==> src/design/trc_pkg.sv <==
// Purpose: Shared constants for the timer run and external interrupt control block
// Assumes: 8-bit register port, byte-wide registers
// Notes: Register indices are byte addresses on the plain register port
package trc_pkg;
    localparam int unsigned TRC_AW = 8;
    localparam int unsigned TRC_DW = 8;
    // Register offsets
    localparam logic [7:0] TRC_OFF_T01CTRL = 8'h88;
    localparam logic [7:0] TRC_OFF_EXTCFG = 8'hE4;
    localparam logic [7:0] TRC_OFF_T2CTRL = 8'hC8;
    localparam logic [7:0] TRC_OFF_CLKCTRL = 8'h8E;
    localparam logic [7:0] TRC_OFF_T3RLH = 8'h93;
    localparam logic [7:0] TRC_OFF_GATE = 8'h89;
    localparam logic [7:0] TRC_OFF_STATUS = 8'hE5;
    // Timer 0/1 control fields
    localparam int unsigned TRC_B_T1_OVF = 7;
    localparam int unsigned TRC_B_T1_RUN = 6;
    localparam int unsigned TRC_B_T0_OVF = 5;
    localparam int unsigned TRC_B_T0_RUN = 4;
    localparam int unsigned TRC_B_X1_FLAG = 3;
    localparam int unsigned TRC_B_X1_TYPE = 2;
    localparam int unsigned TRC_B_X0_FLAG = 1;
    localparam int unsigned TRC_B_X0_TYPE = 0;
    // Ext config fields: polarity bits
    localparam int unsigned TRC_B_X1_POL = 7;
    localparam int unsigned TRC_B_X0_POL = 3;
    // Timer 2 control and clock control fields
    localparam int unsigned TRC_B_T2_EXTCLK = 0;
    localparam int unsigned TRC_B_T2SPLIT = 3;
    localparam int unsigned TRC_B_T2_HICLK = 5;
    localparam int unsigned TRC_B_T2_LOCLK = 4;
    // Gate register fields
    localparam int unsigned TRC_B_T1_GATE = 7;
    localparam int unsigned TRC_B_T0_GATE = 3;
    // Reset values
    localparam logic [7:0] TRC_RST_BYTE = 8'h00;
    // Divider ratios and divider counter width
    localparam int unsigned TRC_SYS_DIV = 12;
    localparam int unsigned TRC_EXT_DIV = 8;
    localparam int unsigned TRC_DIVW = 4;
endpackage

==> src/design/trc_timer_ctrl.sv <==
// Purpose: Run control, overflow and external interrupt flags, timer 2 clock select, timer 3 reload high
// Assumes: Inputs synchronous to mclk per pin sampling policy; counters live outside
// Notes: Overflow, vector and capture strobes are one-cycle pulses from the counter datapath and CPU
`timescale 1ns/1ps
module trc_timer_ctrl
    import trc_pkg::*;
#(
    parameter int unsigned SYNC_STAGES = 2
)
(
    // Clock and reset
    input wire logic mclk,
    input wire logic resetn,
    // Register port
    input wire logic [TRC_AW-1:0] reg_addr,
    input wire logic [TRC_DW-1:0] reg_wdata,
    input wire logic reg_wr,
    input wire logic reg_rd,
    output logic [TRC_DW-1:0] reg_rdata,
    // External pins
    input wire logic ext_irq0_input,
    input wire logic ext_irq1_input,
    input wire logic timer2_ext_clk,
    // Counter datapath events
    input wire logic timer0_overflow,
    input wire logic timer1_overflow,
    input wire logic timer3_reload,
    input wire logic timer3_capture,
    input wire logic [7:0] timer3_count_high,
    // CPU vectoring acknowledges
    input wire logic vector_timer0,
    input wire logic vector_timer1,
    input wire logic vector_ext_irq0,
    input wire logic vector_ext_irq1,
    // Outputs to counters and interrupt controller
    output logic timer0_count_en,
    output logic timer1_count_en,
    output logic timer2_low_tick,
    output logic timer2_high_tick,
    output logic timer3_high_load,
    output logic [7:0] timer3_high_load_value,
    output logic ext_irq0_req,
    output logic ext_irq1_req,
    output logic timer0_irq_req,
    output logic timer1_irq_req
);

    typedef enum logic [2:0]
    {
        TRC_DIV_IDLE = 3'b001,
        TRC_DIV_RUN = 3'b010,
        TRC_DIV_TICK = 3'b100
    } trc_div_state_t;

    function automatic logic trc_hit(input logic [TRC_AW-1:0] a, input logic [TRC_AW-1:0] off);
        trc_hit = (a == off);
    endfunction

    // Hardware set beats any clear in the same cycle
    function automatic logic trc_flag_next(input logic set, input logic keep, input logic clr);
        trc_flag_next = set | (keep & ~clr);
    endfunction

    logic [7:0] t01_q;
    logic [7:0] extcfg_q;
    logic [7:0] t2ctrl_q;
    logic [7:0] clkctrl_q;
    logic [7:0] gate_q;
    logic [7:0] t3rlh_q;
    logic [7:0] rdata_q;

    // Synchronizers for the three pins
    logic [SYNC_STAGES-1:0] sync_q [3];
    logic [2:0] pin_in;
    logic [2:0] pin_s;
    logic [2:0] pin_prev_q;
    assign pin_in = {timer2_ext_clk, ext_irq1_input, ext_irq0_input};

    genvar gi;
    generate
        for (gi = 0; gi < 3; gi++)
        begin : g_sync
            always_ff @(posedge mclk or negedge resetn)
            begin
                // Reset to the idle high pin level so no false edge follows reset
                if (!resetn)
                    sync_q[gi] <= '1;
                else
                    sync_q[gi] <= {sync_q[gi][SYNC_STAGES-2:0], pin_in[gi]};
            end
            assign pin_s[gi] = sync_q[gi][SYNC_STAGES-1];
        end
    endgenerate

    always_ff @(posedge mclk or negedge resetn)
    begin
        if (!resetn)
            pin_prev_q <= '1;
        else
            pin_prev_q <= pin_s;
    end

    // Falling edge of the synchronized timer 2 clock
    wire ext_clk_fall = pin_prev_q[2] & ~pin_s[2];

    // Register decode
    wire wr_t01 = reg_wr & trc_hit(reg_addr, TRC_OFF_T01CTRL);
    wire wr_ext = reg_wr & trc_hit(reg_addr, TRC_OFF_EXTCFG);
    wire wr_t2 = reg_wr & trc_hit(reg_addr, TRC_OFF_T2CTRL);
    wire wr_clk = reg_wr & trc_hit(reg_addr, TRC_OFF_CLKCTRL);
    wire wr_gate = reg_wr & trc_hit(reg_addr, TRC_OFF_GATE);
    wire wr_t3 = reg_wr & trc_hit(reg_addr, TRC_OFF_T3RLH);

    // Write data replaces the control byte, otherwise it holds
    wire [7:0] wsrc = wr_t01 ? reg_wdata : t01_q;

    // Per-channel views of the timer and interrupt fields
    logic [1:0] irq_pol;
    logic [1:0] irq_type;
    logic [1:0] irq_vec;
    logic [1:0] irq_keep;
    logic [1:0] irq_active;
    logic [1:0] irq_prev_active;
    logic [1:0] irq_edge;
    logic [1:0] irq_set;
    logic [1:0] irq_flag_d;
    logic [1:0] tmr_ovf;
    logic [1:0] tmr_vec;
    logic [1:0] tmr_keep;
    logic [1:0] tmr_run;
    logic [1:0] tmr_gate;
    logic [1:0] tmr_flag_d;
    logic [1:0] tmr_en;

    assign irq_pol = {extcfg_q[TRC_B_X1_POL], extcfg_q[TRC_B_X0_POL]};
    assign irq_type = {t01_q[TRC_B_X1_TYPE], t01_q[TRC_B_X0_TYPE]};
    // Vectoring clears only in edge mode
    assign irq_vec = {vector_ext_irq1, vector_ext_irq0} & irq_type;
    assign irq_keep = {wsrc[TRC_B_X1_FLAG], wsrc[TRC_B_X0_FLAG]};
    assign tmr_ovf = {timer1_overflow, timer0_overflow};
    assign tmr_vec = {vector_timer1, vector_timer0};
    assign tmr_keep = {wsrc[TRC_B_T1_OVF], wsrc[TRC_B_T0_OVF]};
    assign tmr_run = {t01_q[TRC_B_T1_RUN], t01_q[TRC_B_T0_RUN]};
    assign tmr_gate = {gate_q[TRC_B_T1_GATE], gate_q[TRC_B_T0_GATE]};

    // Channel 0 pairs timer 0 with interrupt 0, channel 1 timer 1 with interrupt 1
    generate
        for (gi = 0; gi < 2; gi++)
        begin : g_chan
            // Active level comes from the polarity bit, never the type bit
            assign irq_active[gi] = pin_s[gi] ~^ irq_pol[gi];
            assign irq_prev_active[gi] = pin_prev_q[gi] ~^ irq_pol[gi];
            assign irq_edge[gi] = irq_active[gi] & ~irq_prev_active[gi];
            assign irq_set[gi] = irq_type[gi] ? irq_edge[gi] : irq_active[gi];
            // Level mode keeps the flag up while the input stays active
            assign irq_flag_d[gi] = trc_flag_next(irq_set[gi], irq_keep[gi], irq_vec[gi]);
            assign tmr_flag_d[gi] = trc_flag_next(tmr_ovf[gi], tmr_keep[gi], tmr_vec[gi]);
            // Enables only gate the counters; the count itself is never touched here
            assign tmr_en[gi] = tmr_run[gi] & (~tmr_gate[gi] | irq_active[gi]);
        end
    endgenerate

    wire [7:0] t01_d = {tmr_flag_d[1], wsrc[TRC_B_T1_RUN], tmr_flag_d[0], wsrc[TRC_B_T0_RUN],
                        irq_flag_d[1], wsrc[TRC_B_X1_TYPE], irq_flag_d[0], wsrc[TRC_B_X0_TYPE]};

    // One short process per register byte
    always_ff @(posedge mclk or negedge resetn)
    begin
        if (!resetn)
            t01_q <= TRC_RST_BYTE;
        else
            t01_q <= t01_d;
    end

    always_ff @(posedge mclk or negedge resetn)
    begin
        if (!resetn)
            extcfg_q <= TRC_RST_BYTE;
        else if (wr_ext)
            extcfg_q <= reg_wdata;
    end

    always_ff @(posedge mclk or negedge resetn)
    begin
        if (!resetn)
            t2ctrl_q <= TRC_RST_BYTE;
        else if (wr_t2)
            t2ctrl_q <= reg_wdata;
    end

    always_ff @(posedge mclk or negedge resetn)
    begin
        if (!resetn)
            clkctrl_q <= TRC_RST_BYTE;
        else if (wr_clk)
            clkctrl_q <= reg_wdata;
    end

    always_ff @(posedge mclk or negedge resetn)
    begin
        if (!resetn)
            gate_q <= TRC_RST_BYTE;
        else if (wr_gate)
            gate_q <= reg_wdata;
    end

    // Capture wins over a same-cycle software write
    always_ff @(posedge mclk or negedge resetn)
    begin
        if (!resetn)
            t3rlh_q <= TRC_RST_BYTE;
        else if (timer3_capture)
            t3rlh_q <= timer3_count_high;
        else if (wr_t3)
            t3rlh_q <= reg_wdata;
    end

    // Count enables per timer
    assign timer0_count_en = tmr_en[0];
    assign timer1_count_en = tmr_en[1];

    assign timer3_high_load = timer3_reload;
    assign timer3_high_load_value = t3rlh_q;

    // System clock divide by 12
    logic [TRC_DIVW-1:0] sys_cnt_q;
    wire sys_tick = (sys_cnt_q == TRC_DIVW'(TRC_SYS_DIV - 1));
    always_ff @(posedge mclk or negedge resetn)
    begin
        if (!resetn)
            sys_cnt_q <= '0;
        else
            sys_cnt_q <= sys_tick ? '0 : sys_cnt_q + 1'b1;
    end

    // External clock divide by 8, counted on synchronized falling edges
    trc_div_state_t ext_state_q;
    trc_div_state_t ext_state_d;
    logic [TRC_DIVW-1:0] ext_cnt_q;
    wire ext_last = (ext_cnt_q == TRC_DIVW'(TRC_EXT_DIV - 1));
    always_comb
    begin
        ext_state_d = ext_state_q;
        case (ext_state_q)
            TRC_DIV_IDLE:
                if (ext_clk_fall)
                    ext_state_d = TRC_DIV_RUN;
            TRC_DIV_RUN:
                if (ext_clk_fall && ext_last)
                    ext_state_d = TRC_DIV_TICK;
            TRC_DIV_TICK:
                ext_state_d = TRC_DIV_RUN;
            default:
                ext_state_d = TRC_DIV_IDLE;
        endcase
    end
    always_ff @(posedge mclk or negedge resetn)
    begin
        if (!resetn)
        begin
            ext_state_q <= TRC_DIV_IDLE;
            ext_cnt_q <= '0;
        end
        else
        begin
            ext_state_q <= ext_state_d;
            if (ext_clk_fall)
                ext_cnt_q <= ext_last ? '0 : ext_cnt_q + 1'b1;
        end
    end
    wire ext_tick = (ext_state_q == TRC_DIV_TICK);

    // Timer 2 clock selection
    wire t2_base = t2ctrl_q[TRC_B_T2_EXTCLK] ? ext_tick : sys_tick;
    wire t2_split = t2ctrl_q[TRC_B_T2SPLIT];
    logic [1:0] t2_core_sel;
    logic [1:0] t2_src;
    assign t2_core_sel = {clkctrl_q[TRC_B_T2_HICLK], clkctrl_q[TRC_B_T2_LOCLK]};
    // Per-byte selects: 1 picks the core clock, 0 the base source
    generate
        for (gi = 0; gi < 2; gi++)
        begin : g_t2_byte
            assign t2_src[gi] = t2_core_sel[gi] ? 1'b1 : t2_base;
        end
    endgenerate
    assign timer2_low_tick = t2_src[0];
    assign timer2_high_tick = t2_split ? t2_src[1] : t2_src[0];

    // Interrupt requests follow the flags
    assign timer0_irq_req = t01_q[TRC_B_T0_OVF];
    assign timer1_irq_req = t01_q[TRC_B_T1_OVF];
    assign ext_irq0_req = t01_q[TRC_B_X0_FLAG];
    assign ext_irq1_req = t01_q[TRC_B_X1_FLAG];

    // Read mux; status register exposes synchronized pins and divider state
    wire [7:0] status_w = {4'h0, ext_tick, pin_s};
    wire [7:0] rd_mux =
        trc_hit(reg_addr, TRC_OFF_T01CTRL) ? t01_q :
        trc_hit(reg_addr, TRC_OFF_EXTCFG) ? extcfg_q :
        trc_hit(reg_addr, TRC_OFF_T2CTRL) ? t2ctrl_q :
        trc_hit(reg_addr, TRC_OFF_CLKCTRL) ? clkctrl_q :
        trc_hit(reg_addr, TRC_OFF_GATE) ? gate_q :
        trc_hit(reg_addr, TRC_OFF_T3RLH) ? t3rlh_q :
        trc_hit(reg_addr, TRC_OFF_STATUS) ? status_w : TRC_RST_BYTE;

    always_ff @(posedge mclk or negedge resetn)
    begin
        if (!resetn)
            rdata_q <= TRC_RST_BYTE;
        else if (reg_rd)
            rdata_q <= rd_mux;
        else
            rdata_q <= TRC_RST_BYTE;
    end
    assign reg_rdata = rdata_q;

endmodule

==> config.mk <==
export PLATFORM = sky130hd
export DESIGN_NAME = trc_timer_ctrl
export DESIGN_NICKNAME = d
export VERILOG_FILES = /design/src/design/trc_pkg.sv /design/src/design/trc_timer_ctrl.sv
export SDC_FILE = /design/constraint.sdc
export NUM_CORES = 1
export LEC_CHECK = 0
export BUFFER_PORTS_ARGS = -buffer_cell sky130_fd_sc_hd__buf_2
export CORE_MARGIN = 5
export CORE_UTILIZATION = 45
export CTS_CLUSTER_SIZE = 40
export DETAILED_ROUTE_END_ITERATION = 16
export HOLD_SLACK_MARGIN = 0.1
export PLACE_DENSITY_LB_ADDON = 0.25
export RECOVER_POWER = 50
export SYNTH_ARGS = -nofsm -noshare
export SYNTH_HDL_FRONTEND = slang
export SYNTH_SLANG_ARGS = --single-unit
==> constraint.sdc <==
create_clock -name mclk -period 2.1 [get_ports mclk]
set_input_delay 0.105 -clock mclk [delete_from_list [all_inputs] [get_ports mclk]]
set_output_delay 0.105 -clock mclk [all_outputs]
set_load 0.02 [all_outputs]
=== Yosys cells after proc, flatten, opt, wreduce, memory -nomap -nowiden ===
Index checks and enable logic that the tools add are counted.

* Flip-flop bits (word level): 76
* Bits of input ports: 39
* Output and inout port bits: 25
* Logic and storage cells: 91

* Equal/unequal tests: 14
* Bitwise gates (word level): 35
* Mux-type cells: 22
* Reduce and logical (&&, ||, !) cells: 3
* Add/sub/neg operators: 2

{| class="wikitable"
|+ Operators with widths
! operator !! count
|-
| two-way mux 8 bit || 10
|-
| equality test 8 bit, second input constant || 7
|-
| bitwise AND 1 bit || 15
|-
| two-way mux 4 bit || 3
|-
| inverter 1 bit || 9
|-
| one-hot mux 3 bit (3 select lines) || 1
|-
| adder 4 x 1 -> 4 bit, second input constant || 2
|-
| two-way mux 1 bit || 6
|-
| two-way mux 3 bit || 2
|-
| bitwise OR 1 bit || 6
|-
| equality test 4 x 3 -> 1 bit, second input constant || 1
|-
| equality test 4 bit, second input constant || 1
|-
| inequality test 2 bit, second input constant || 2
|-
| bitwise XNOR 1 bit || 4
|-
| equality test 3 x 1 -> 1 bit, second input constant || 1
|-
| equality test 3 x 2 -> 1 bit, second input constant || 1
|-
| equality test 3 bit, second input constant || 1
|-
| bitwise AND 2 bit || 1
|-
| AND reduction 2 bit || 1
|-
| nonzero test 2 bit || 1
|-
| logical AND 1 bit || 1
|}

=== Logic depth before layout (Yosys ltp) ===
Gate-level depths: netlist of the first run.

* Depth in word-level cells: 9
* Mapped depth: 7
* Depth with buffers taken out: 5

=== Worst setup path after synthesis of the first run ===
No wires, ideal clock.

* Path kind: in2reg
* Start: input port reg_addr[5]
* End: register t01_q[3]
* Cell stages on the path: 5
* Setup slack: 0.627 ns
* Data arrival time: 1.355 ns
* Data required time: 1.982 ns
* Setup time: 0.118 ns
* Buffers on the path: 0
* Path through: nor4b_4 > and2_4 > nand3_4 > mux2_1 > a21o_1

* Word-level cells in the longest chain between the ends: 5

{| class="wikitable"
|+ Ends and longest elaborated chain
! element !! RTL line !! source
|-
| start, declared || trc_timer_ctrl.sv:15 || <nowiki>input wire logic [TRC_AW-1:0] reg_addr,</nowiki>
|-
| equality test 8 bit || trc_timer_ctrl.sv:56 || <nowiki>trc_hit = (a == off);</nowiki>
|-
| bitwise AND 1 bit || trc_timer_ctrl.sv:107 || <nowiki>wire wr_t01 = reg_wr & trc_hit(reg_addr, TRC_OFF_T01CTRL);</nowiki>
|-
| two-way mux 8 bit || trc_timer_ctrl.sv:115 || <nowiki>wire [7:0] wsrc = wr_t01 ? reg_wdata : t01_q;</nowiki>
|-
| bitwise AND 1 bit || trc_timer_ctrl.sv:61 || <nowiki>trc_flag_next = set | (keep & ~clr);</nowiki>
|-
| bitwise OR 1 bit || trc_timer_ctrl.sv:61 ||
|-
| via irq_flag_d[1] || trc_timer_ctrl.sv:126 || <nowiki>logic [1:0] irq_flag_d;</nowiki>
|-
| end signal, assigned || trc_timer_ctrl.sv:172 || <nowiki>t01_q <= t01_d;</nowiki>
|-
| end, declared || trc_timer_ctrl.sv:64 || <nowiki>logic [7:0] t01_q;</nowiki>
|}

The timed path passes the listed nets, and every way through them passes these cells.
A chain may end at the register's enable or synchronous reset.

=== Final worst setup path of the first run ===
* Start: input port reg_addr[5]
* End: register t01_q[5]

* Word-level cells in the longest chain between the ends: 5

{| class="wikitable"
|+ Ends and longest elaborated chain
! element !! RTL line !! source
|-
| equality test 8 bit || trc_timer_ctrl.sv:56 ||
|-
| bitwise AND 1 bit || trc_timer_ctrl.sv:107 ||
|-
| two-way mux 8 bit || trc_timer_ctrl.sv:115 ||
|-
| bitwise AND 1 bit || trc_timer_ctrl.sv:61 ||
|-
| bitwise OR 1 bit || trc_timer_ctrl.sv:61 ||
|-
| via t01_d[5] || trc_timer_ctrl.sv:163 || <nowiki>wire [7:0] t01_d = {tmr_flag_d[1], wsrc[TRC_B_T1_RUN], tmr_flag_d[0], wsrc[TRC_B_T0_RUN],</nowiki>
|}

The timed path passes the listed nets, and every way through them passes these cells.

==> results of run 1 <==
-- registers in the layout, indices dropped and copies added, names as in the netlist --
register                count
clkctrl_q                   8
ext_cnt_q                   4
ext_state_q                 3
extcfg_q                    8
gate_q                      8
pin_prev_q                  3
pin_s                       3
reg_rdata                   8
sync_q                      3
sys_cnt_q                   4
t01_q                       8
t2ctrl_q                    8
timer3_high_load_value      8
-- layout by cell type (no fill, tap or decap), types with 4 or more instances in the layout --
| master | synthesis | final |
|---|---|---|
| xor2_1 | 4 | 4 |
| dfstp_2 | 10 | 7 |
| nand3_1 | 7 | 7 |
| dfrtp_1 | 66 | 66 |
| a21oi_1 | 7 | 7 |
| buf_2 | 5 | 58 |
| clkbuf_8 | 0 | 10 |
| o22ai_1 | 8 | 8 |
| mux2_2 | 37 | 37 |
| nand2_1 | 20 | 20 |
| mux2i_1 | 12 | 12 |
| dlygate4sd3_1 | 0 | 27 |
| o21ai_0 | 12 | 12 |
| nor2b_1 | 7 | 7 |
| nor2_1 | 7 | 7 |
| a22o_1 | 4 | 4 |
| nor4bb_1 | 4 | 4 |
| buf_4 | 2 | 5 |
| a22oi_1 | 6 | 6 |
| a221oi_1 | 6 | 6 |
| a21o_1 | 7 | 7 |
| o221ai_1 | 4 | 4 |
-- cells by family after synthesis --
logic type | after synthesis | share of synthesized area
adder cells (fa/ha/maj) | 2 | 0.00699
AND/OR/NAND/NOR | 69 | 0.118
AO/OA/AOI/OAI | 77 | 0.153
flip-flops | 76 | 0.535
multiplexers | 50 | 0.153
XOR/XNOR | 6 | 0.0147
buffers and inverters | 14 | 0.0185
-- report_power, final --
group	internal [uW]	switching, uW
Combinational	195	200
Sequential	1580	87.4
Clock	829	546
-- tightest hold or removal path: cells and delay by family --
kind	cells	cell delay, ns
AND/OR/NAND/NOR	1	0.09
buffers and inverters	1	0.20
AO/OA/AOI/OAI	1	0.06
-- area by class of cell --
cell class	instances	area, um^2
multi-input cells	204	1600
well taps	102	128
flip-flops and latches	76	1910
inverters	1	3.75
fillers	642	3220
repair buffers	94	618
clock buffers	11	141
clock inverters	5	108
-- metrics by stage --
stage	utilization	cells
3_5_place_dp	0.519	450
5_1_grt	0.584	493
4_1_cts	0.586	493
2_1_floorplan	-	294
6_report	0.584	493
3_3_place_gp	0.519	450
-- path summary, 6_finish.rpt --
kind | end | slack (ns) | cells past startpoint
min reg2reg | pin_s[0] | 0.36 | 0
min | timer3_high_load_value[7] | 0.14 | 3
max reg2reg | ext_state_q[1] | 0.62 | 4
max | t01_q[5] | 0.24 | 7
max in group asynchronous | pin_prev_q[1] | 0.51 | 3
min in group asynchronous | ext_state_q[2] | 0.42 | 2
-- metal layers --
| metal | GRT usage | vias to the layer above | wire length [um] | part of all wire |
|---|---|---|---|---|
| met2 | 0.300 | 95 | 4350 | 0.47 |
| li1 | - | 1304 | - | - |
| met4 | 0.0945 | 0 | 278 | 0.030 |
| met3 | 0.0470 | 19 | 525 | 0.057 |
| met5 | 0 | - | 0 | 0 |
| met1 | 0.276 | 1389 | 4110 | 0.44 |
==> out/metrics.csv, run 1 <==
metric;value;unit
status;complete, no violations;
max_clock_freq;537;MHz
pre_cts_ws;0.234;ns
period_minus_slack;1.86;ns
cts_root_buffer;clkbuf_8;
crit_arrival;2.09;ns
synth_nets;335;
total_power;3430;uW
relSlewSlack;0.376;
critPathCaptureType;register;
final_layout_size_suffix_gt1_frac;0.340;
critPathBufInv;2;
drtIter0Drc;224;
worst_pin_slew;0.937;ns
gr-total-overflow;0;
ys_seq_elements;76;
hold_ws;0.144;ns
synth-edff-count;0;
netlist_instances;294;
cts_setup_buffers;0;
postRouteAntennaNets;0;
max_stage_delay;0.56;ns
yosysMostFrequentCell;dfrtp_1;
die_area;0.00984;mm^2
skew;0.00642;ns
htree_levels;3;
worst-path-max-fanout;13;
ios;64;
core;0.00773;mm^2
vias;2807;
post_cts_resize_count;0;
period_share;0.887;
finalSetupTns;0;ns
ys.flop_type;dfrtp_1;
leakagePower;0.00216;uW
nets;427;
netlist_top_cells_area;dfrtp_1 46%, mux2_2 12%, dfstp_2 7.3%;
rsz0062_at_grt;no;
startpoint;reg_addr[5];
grtUsageTotal;0.201;
cp-start-kind;primary input;
avgViaCountPerCell;5.69;
clk_pin_slew;0.08;ns
hold_viol;0;
rows;32;
dp_hpwl;6300;um
yosys.area.top_type;dfrtp_1;
grt_pass1_vias;3000;
cap_violations;0;
wl_per_cell;18.8;um
clock_path_buffers;2;
powerDensity;761;mW/mm^2
initial_utilization;0.463;
crit_chain;buf_2 -> nor4b_4 -> and2_4 -> nand3_4 -> mux2i_1 -> o21bai_1 -> dlygate4sd3_1;
crit_slowest_cell;dlygate4sd3_1;
die_h;99.2;um
worstReg2RegStart;pin_prev_q[2];
hp-class;in2reg;
wl;9260;um
postSynthAreaPerCell;12.2;um^2
cts_tree;built;
setup_viol;0;
yosysTopAreaCellShare;0.461;
place.gp.congestion;0.887;
yosys.cell_types.count;53;
ys_warn_count;0;
placed_cell_area;0.00401;mm^2
seq_area_frac_synth;0.535;
drt_pass1_iterations;4;
area_growth;26.0;%
worstSkewPairLatency;0.35;ns
crit_type;in2reg;
antenna_found_initial;0;
cts.sinks;76;
grt_pass1_wl;15300;um
mappedNetlistArea;0.00358;mm^2
synth_async_sr_flop_share;1.00;
synth_common_cells;66 x dfrtp_1, 37 x mux2_2, 20 x nand2_1;
slew_violations;0;
diodes;0;
drc;0;
path_delay_family;simple AND/OR/NAND/NOR gates;
place.port_buffers;61;
grt_max_degree;41;
hold_buffers;27;
cp_data_required_time;2.33;ns
peakVddDrop;0.318;mV
setup_ws;0.237;ns
hp-start;timer3_capture;
fin_area;0.00451;mm^2
die_x;99.2;um
cts_made_buffers;9;
(Power assumes the default switching activity.)
==> run 2: changes to the inputs <==
==> constraint.sdc (replaced) <==
create_clock -name mclk -period 2.1 [get_ports mclk]
set_input_delay 0.105 -clock mclk [delete_from_list [all_inputs] [get_ports mclk]]
set_output_delay 0.105 -clock mclk [all_outputs]
set_load 0.05 [all_outputs]
==> run 2 against run 1 <==
Setup slack better by 0.0025 ns. Sequential share of layout area about the same. Count of clock-buffer cells in the layout unchanged. Critical endpoint unchanged. Largest cell class unchanged. Clock skew is 0.00054 ns higher.
==> out/metrics.csv, run 2 (same netlist as run 1, synthesis figures left out) <==
metric;value;unit;change
status;complete, no violations;;
setup_viol;0;;unchanged
postRouteAntennaNets;0;;unchanged
grt_max_degree;41;;unchanged
cts_tree;built;;
crit_slowest_cell;dlygate4sd3_1;;
diodes;0;;unchanged
place.port_buffers;61;;unchanged
clock_path_buffers;2;;unchanged
hp-start;timer3_capture;;
period_minus_slack;1.86;ns;-0.00247 ns
leakagePower;0.00217;uW;+0.41%
core;0.00773;mm^2;unchanged
r2r-end;ext_state_q[1];;
powerDensity;772;mW/mm^2;+1.5%
cap_violations;0;;unchanged
peakVddDrop;0.325;mV;+2.2%
drtIter0Drc;221;;-1.3%
grtUsageTotal;0.201;;unchanged
relSlewSlack;0.374;;-0.00158
wl_per_cell;18.8;um;-0.19%
dp_hpwl;6300;um;unchanged
die_x;99.2;um;unchanged
max_stage_delay;0.56;ns;about the same
cp_data_required_time;2.33;ns;about the same
min_to;timer3_high_load_value[7];;
skew;0.00696;ns;+0.000539 ns
worst-path-max-fanout;13;;unchanged
final_common_cell;dfrtp_1;;
htree_levels;3;;unchanged
cts_root_buffer;clkbuf_8;;
die_area;0.00984;mm^2;unchanged
max_clock_freq;537;MHz;+0.13%
worstSkewPairLatency;0.35;ns;about the same
rsz0062_at_grt;no;;
reg2reg_depth;4;;unchanged
worst_pin_slew;0.939;ns;+0.00237 ns
crit_type;in2reg;;
drt_pass1_iterations;5;;+1
critPathCaptureType;register;;
nets;427;;unchanged
vias;2796;;-0.39%
critPathBufInv;2;;unchanged
clk_pin_slew;0.08;ns;about the same
cts_setup_buffers;0;;unchanged
avgViaCountPerCell;5.67;;-0.39%
hold-path-cell-count;3;;unchanged
wl;9250;um;-0.19%
rows;32;;unchanged
hp-class;in2reg;;
post_cts_resize_count;0;;unchanged
fin_area;0.00451;mm^2;about the same
finalSetupTns;0;ns;unchanged
cts_made_buffers;9;;unchanged
grt_pass1_vias;3000;;unchanged
place.gp.congestion;0.887;;unchanged
placed_cell_area;0.00401;mm^2;unchanged
hold_viol;0;;unchanged
drc;0;;unchanged
initial_utilization;0.463;;unchanged
gr-total-overflow;0;;unchanged
path_delay_family;simple AND/OR/NAND/NOR gates;;
final_layout_size_suffix_gt1_frac;0.345;;+0.00512
hold_buffers;27;;unchanged
grt_pass1_wl;15300;um;unchanged
slew_violations;0;;unchanged
cts.sinks;76;;unchanged
worstReg2RegStart;pin_prev_q[2];;
area_growth;26.1;%;about the same
period_share;0.886;;-0.00118
die_h;99.2;um;unchanged
crit_arrival;2.09;ns;about the same
r2r_slack;0.62;ns;about the same
crit_chain;buf_2 -> nor4b_4 -> and2_4 -> nand3_4 -> mux2i_1 -> o21bai_1 -> dlygate4sd3_1;;
antenna_found_initial;0;;unchanged
mostFrequentLayoutCells;66 x dfrtp_1, 60 x buf_2, 37 x mux2_2;;
cp-start-kind;primary input;;
ios;64;;unchanged
-- run 2: cell types whose count changed in the layout (fill, tap and decap cells not counted), sizes merged --
cell,before,now
buf,63,65
clkbuf,15,13
-- run 2: area by class of cell --
| class | count | area [um^2] |
|---|---|---|
| inverter | 1 | 3.75 |
| fill | 642 | 3210 |
| sequential | 76 | 1910 |
| multi-input combinational | 204 | 1600 |
| timing repair buffer | 94 | 621 |
| clock buffer | 11 | 141 |
| clock inverter | 5 | 108 |
| tap | 102 | 128 |
-- run 2: worst max-delay path by stage --
stage | slack [ns] | start | cells after the start | endpoint
after floorplan | 0.23 | pin_s[1] | 2 | timer1_count_en
after global placement | 0.29 | reg_addr[5] | 6 | t01_q[3]
after detailed placement | 0.23 | reg_addr[5] | 6 | t01_q[3]
after CTS | 0.29 | reg_addr[5] | 7 | t01_q[5]
after global routing | 0.15 | reg_addr[5] | 7 | t01_q[7]
final | 0.24 | reg_addr[5] | 7 | t01_q[5]
-- run 2: where the power goes --
part           internal [uW]  switching, uW
registers               1580           87.0
clock network            829            545
logic                    195            253
-- run 2: layer usage --
metal	GRT usage	vias up	wire length, um
li1	-	1301	-
met1	0.276	1377	4110
met2	0.300	98	4310
met3	0.0470	20	535
met4	0.0945	0	289
met5	0	-	0
-- run 2: through the flow --
step,setup WS [ns],cells,hold WS [ns],utilization,total power (uW)
finish,0.239,493,0.146,0.584,3480
global route,0.153,493,0.151,0.584,3650
CTS,0.293,493,0.136,0.586,3530
detailed placement,0.234,450,0.110,0.519,2100
global placement,0.293,450,0.107,0.519,2090
floorplan,0.226,294,-0.191,-,1940
-- run 2: tightest hold or removal path, cell delays in order --
cell and delay (ns):
buf_2 0.20, nand2_1 0.09, o21ai_0 0.06
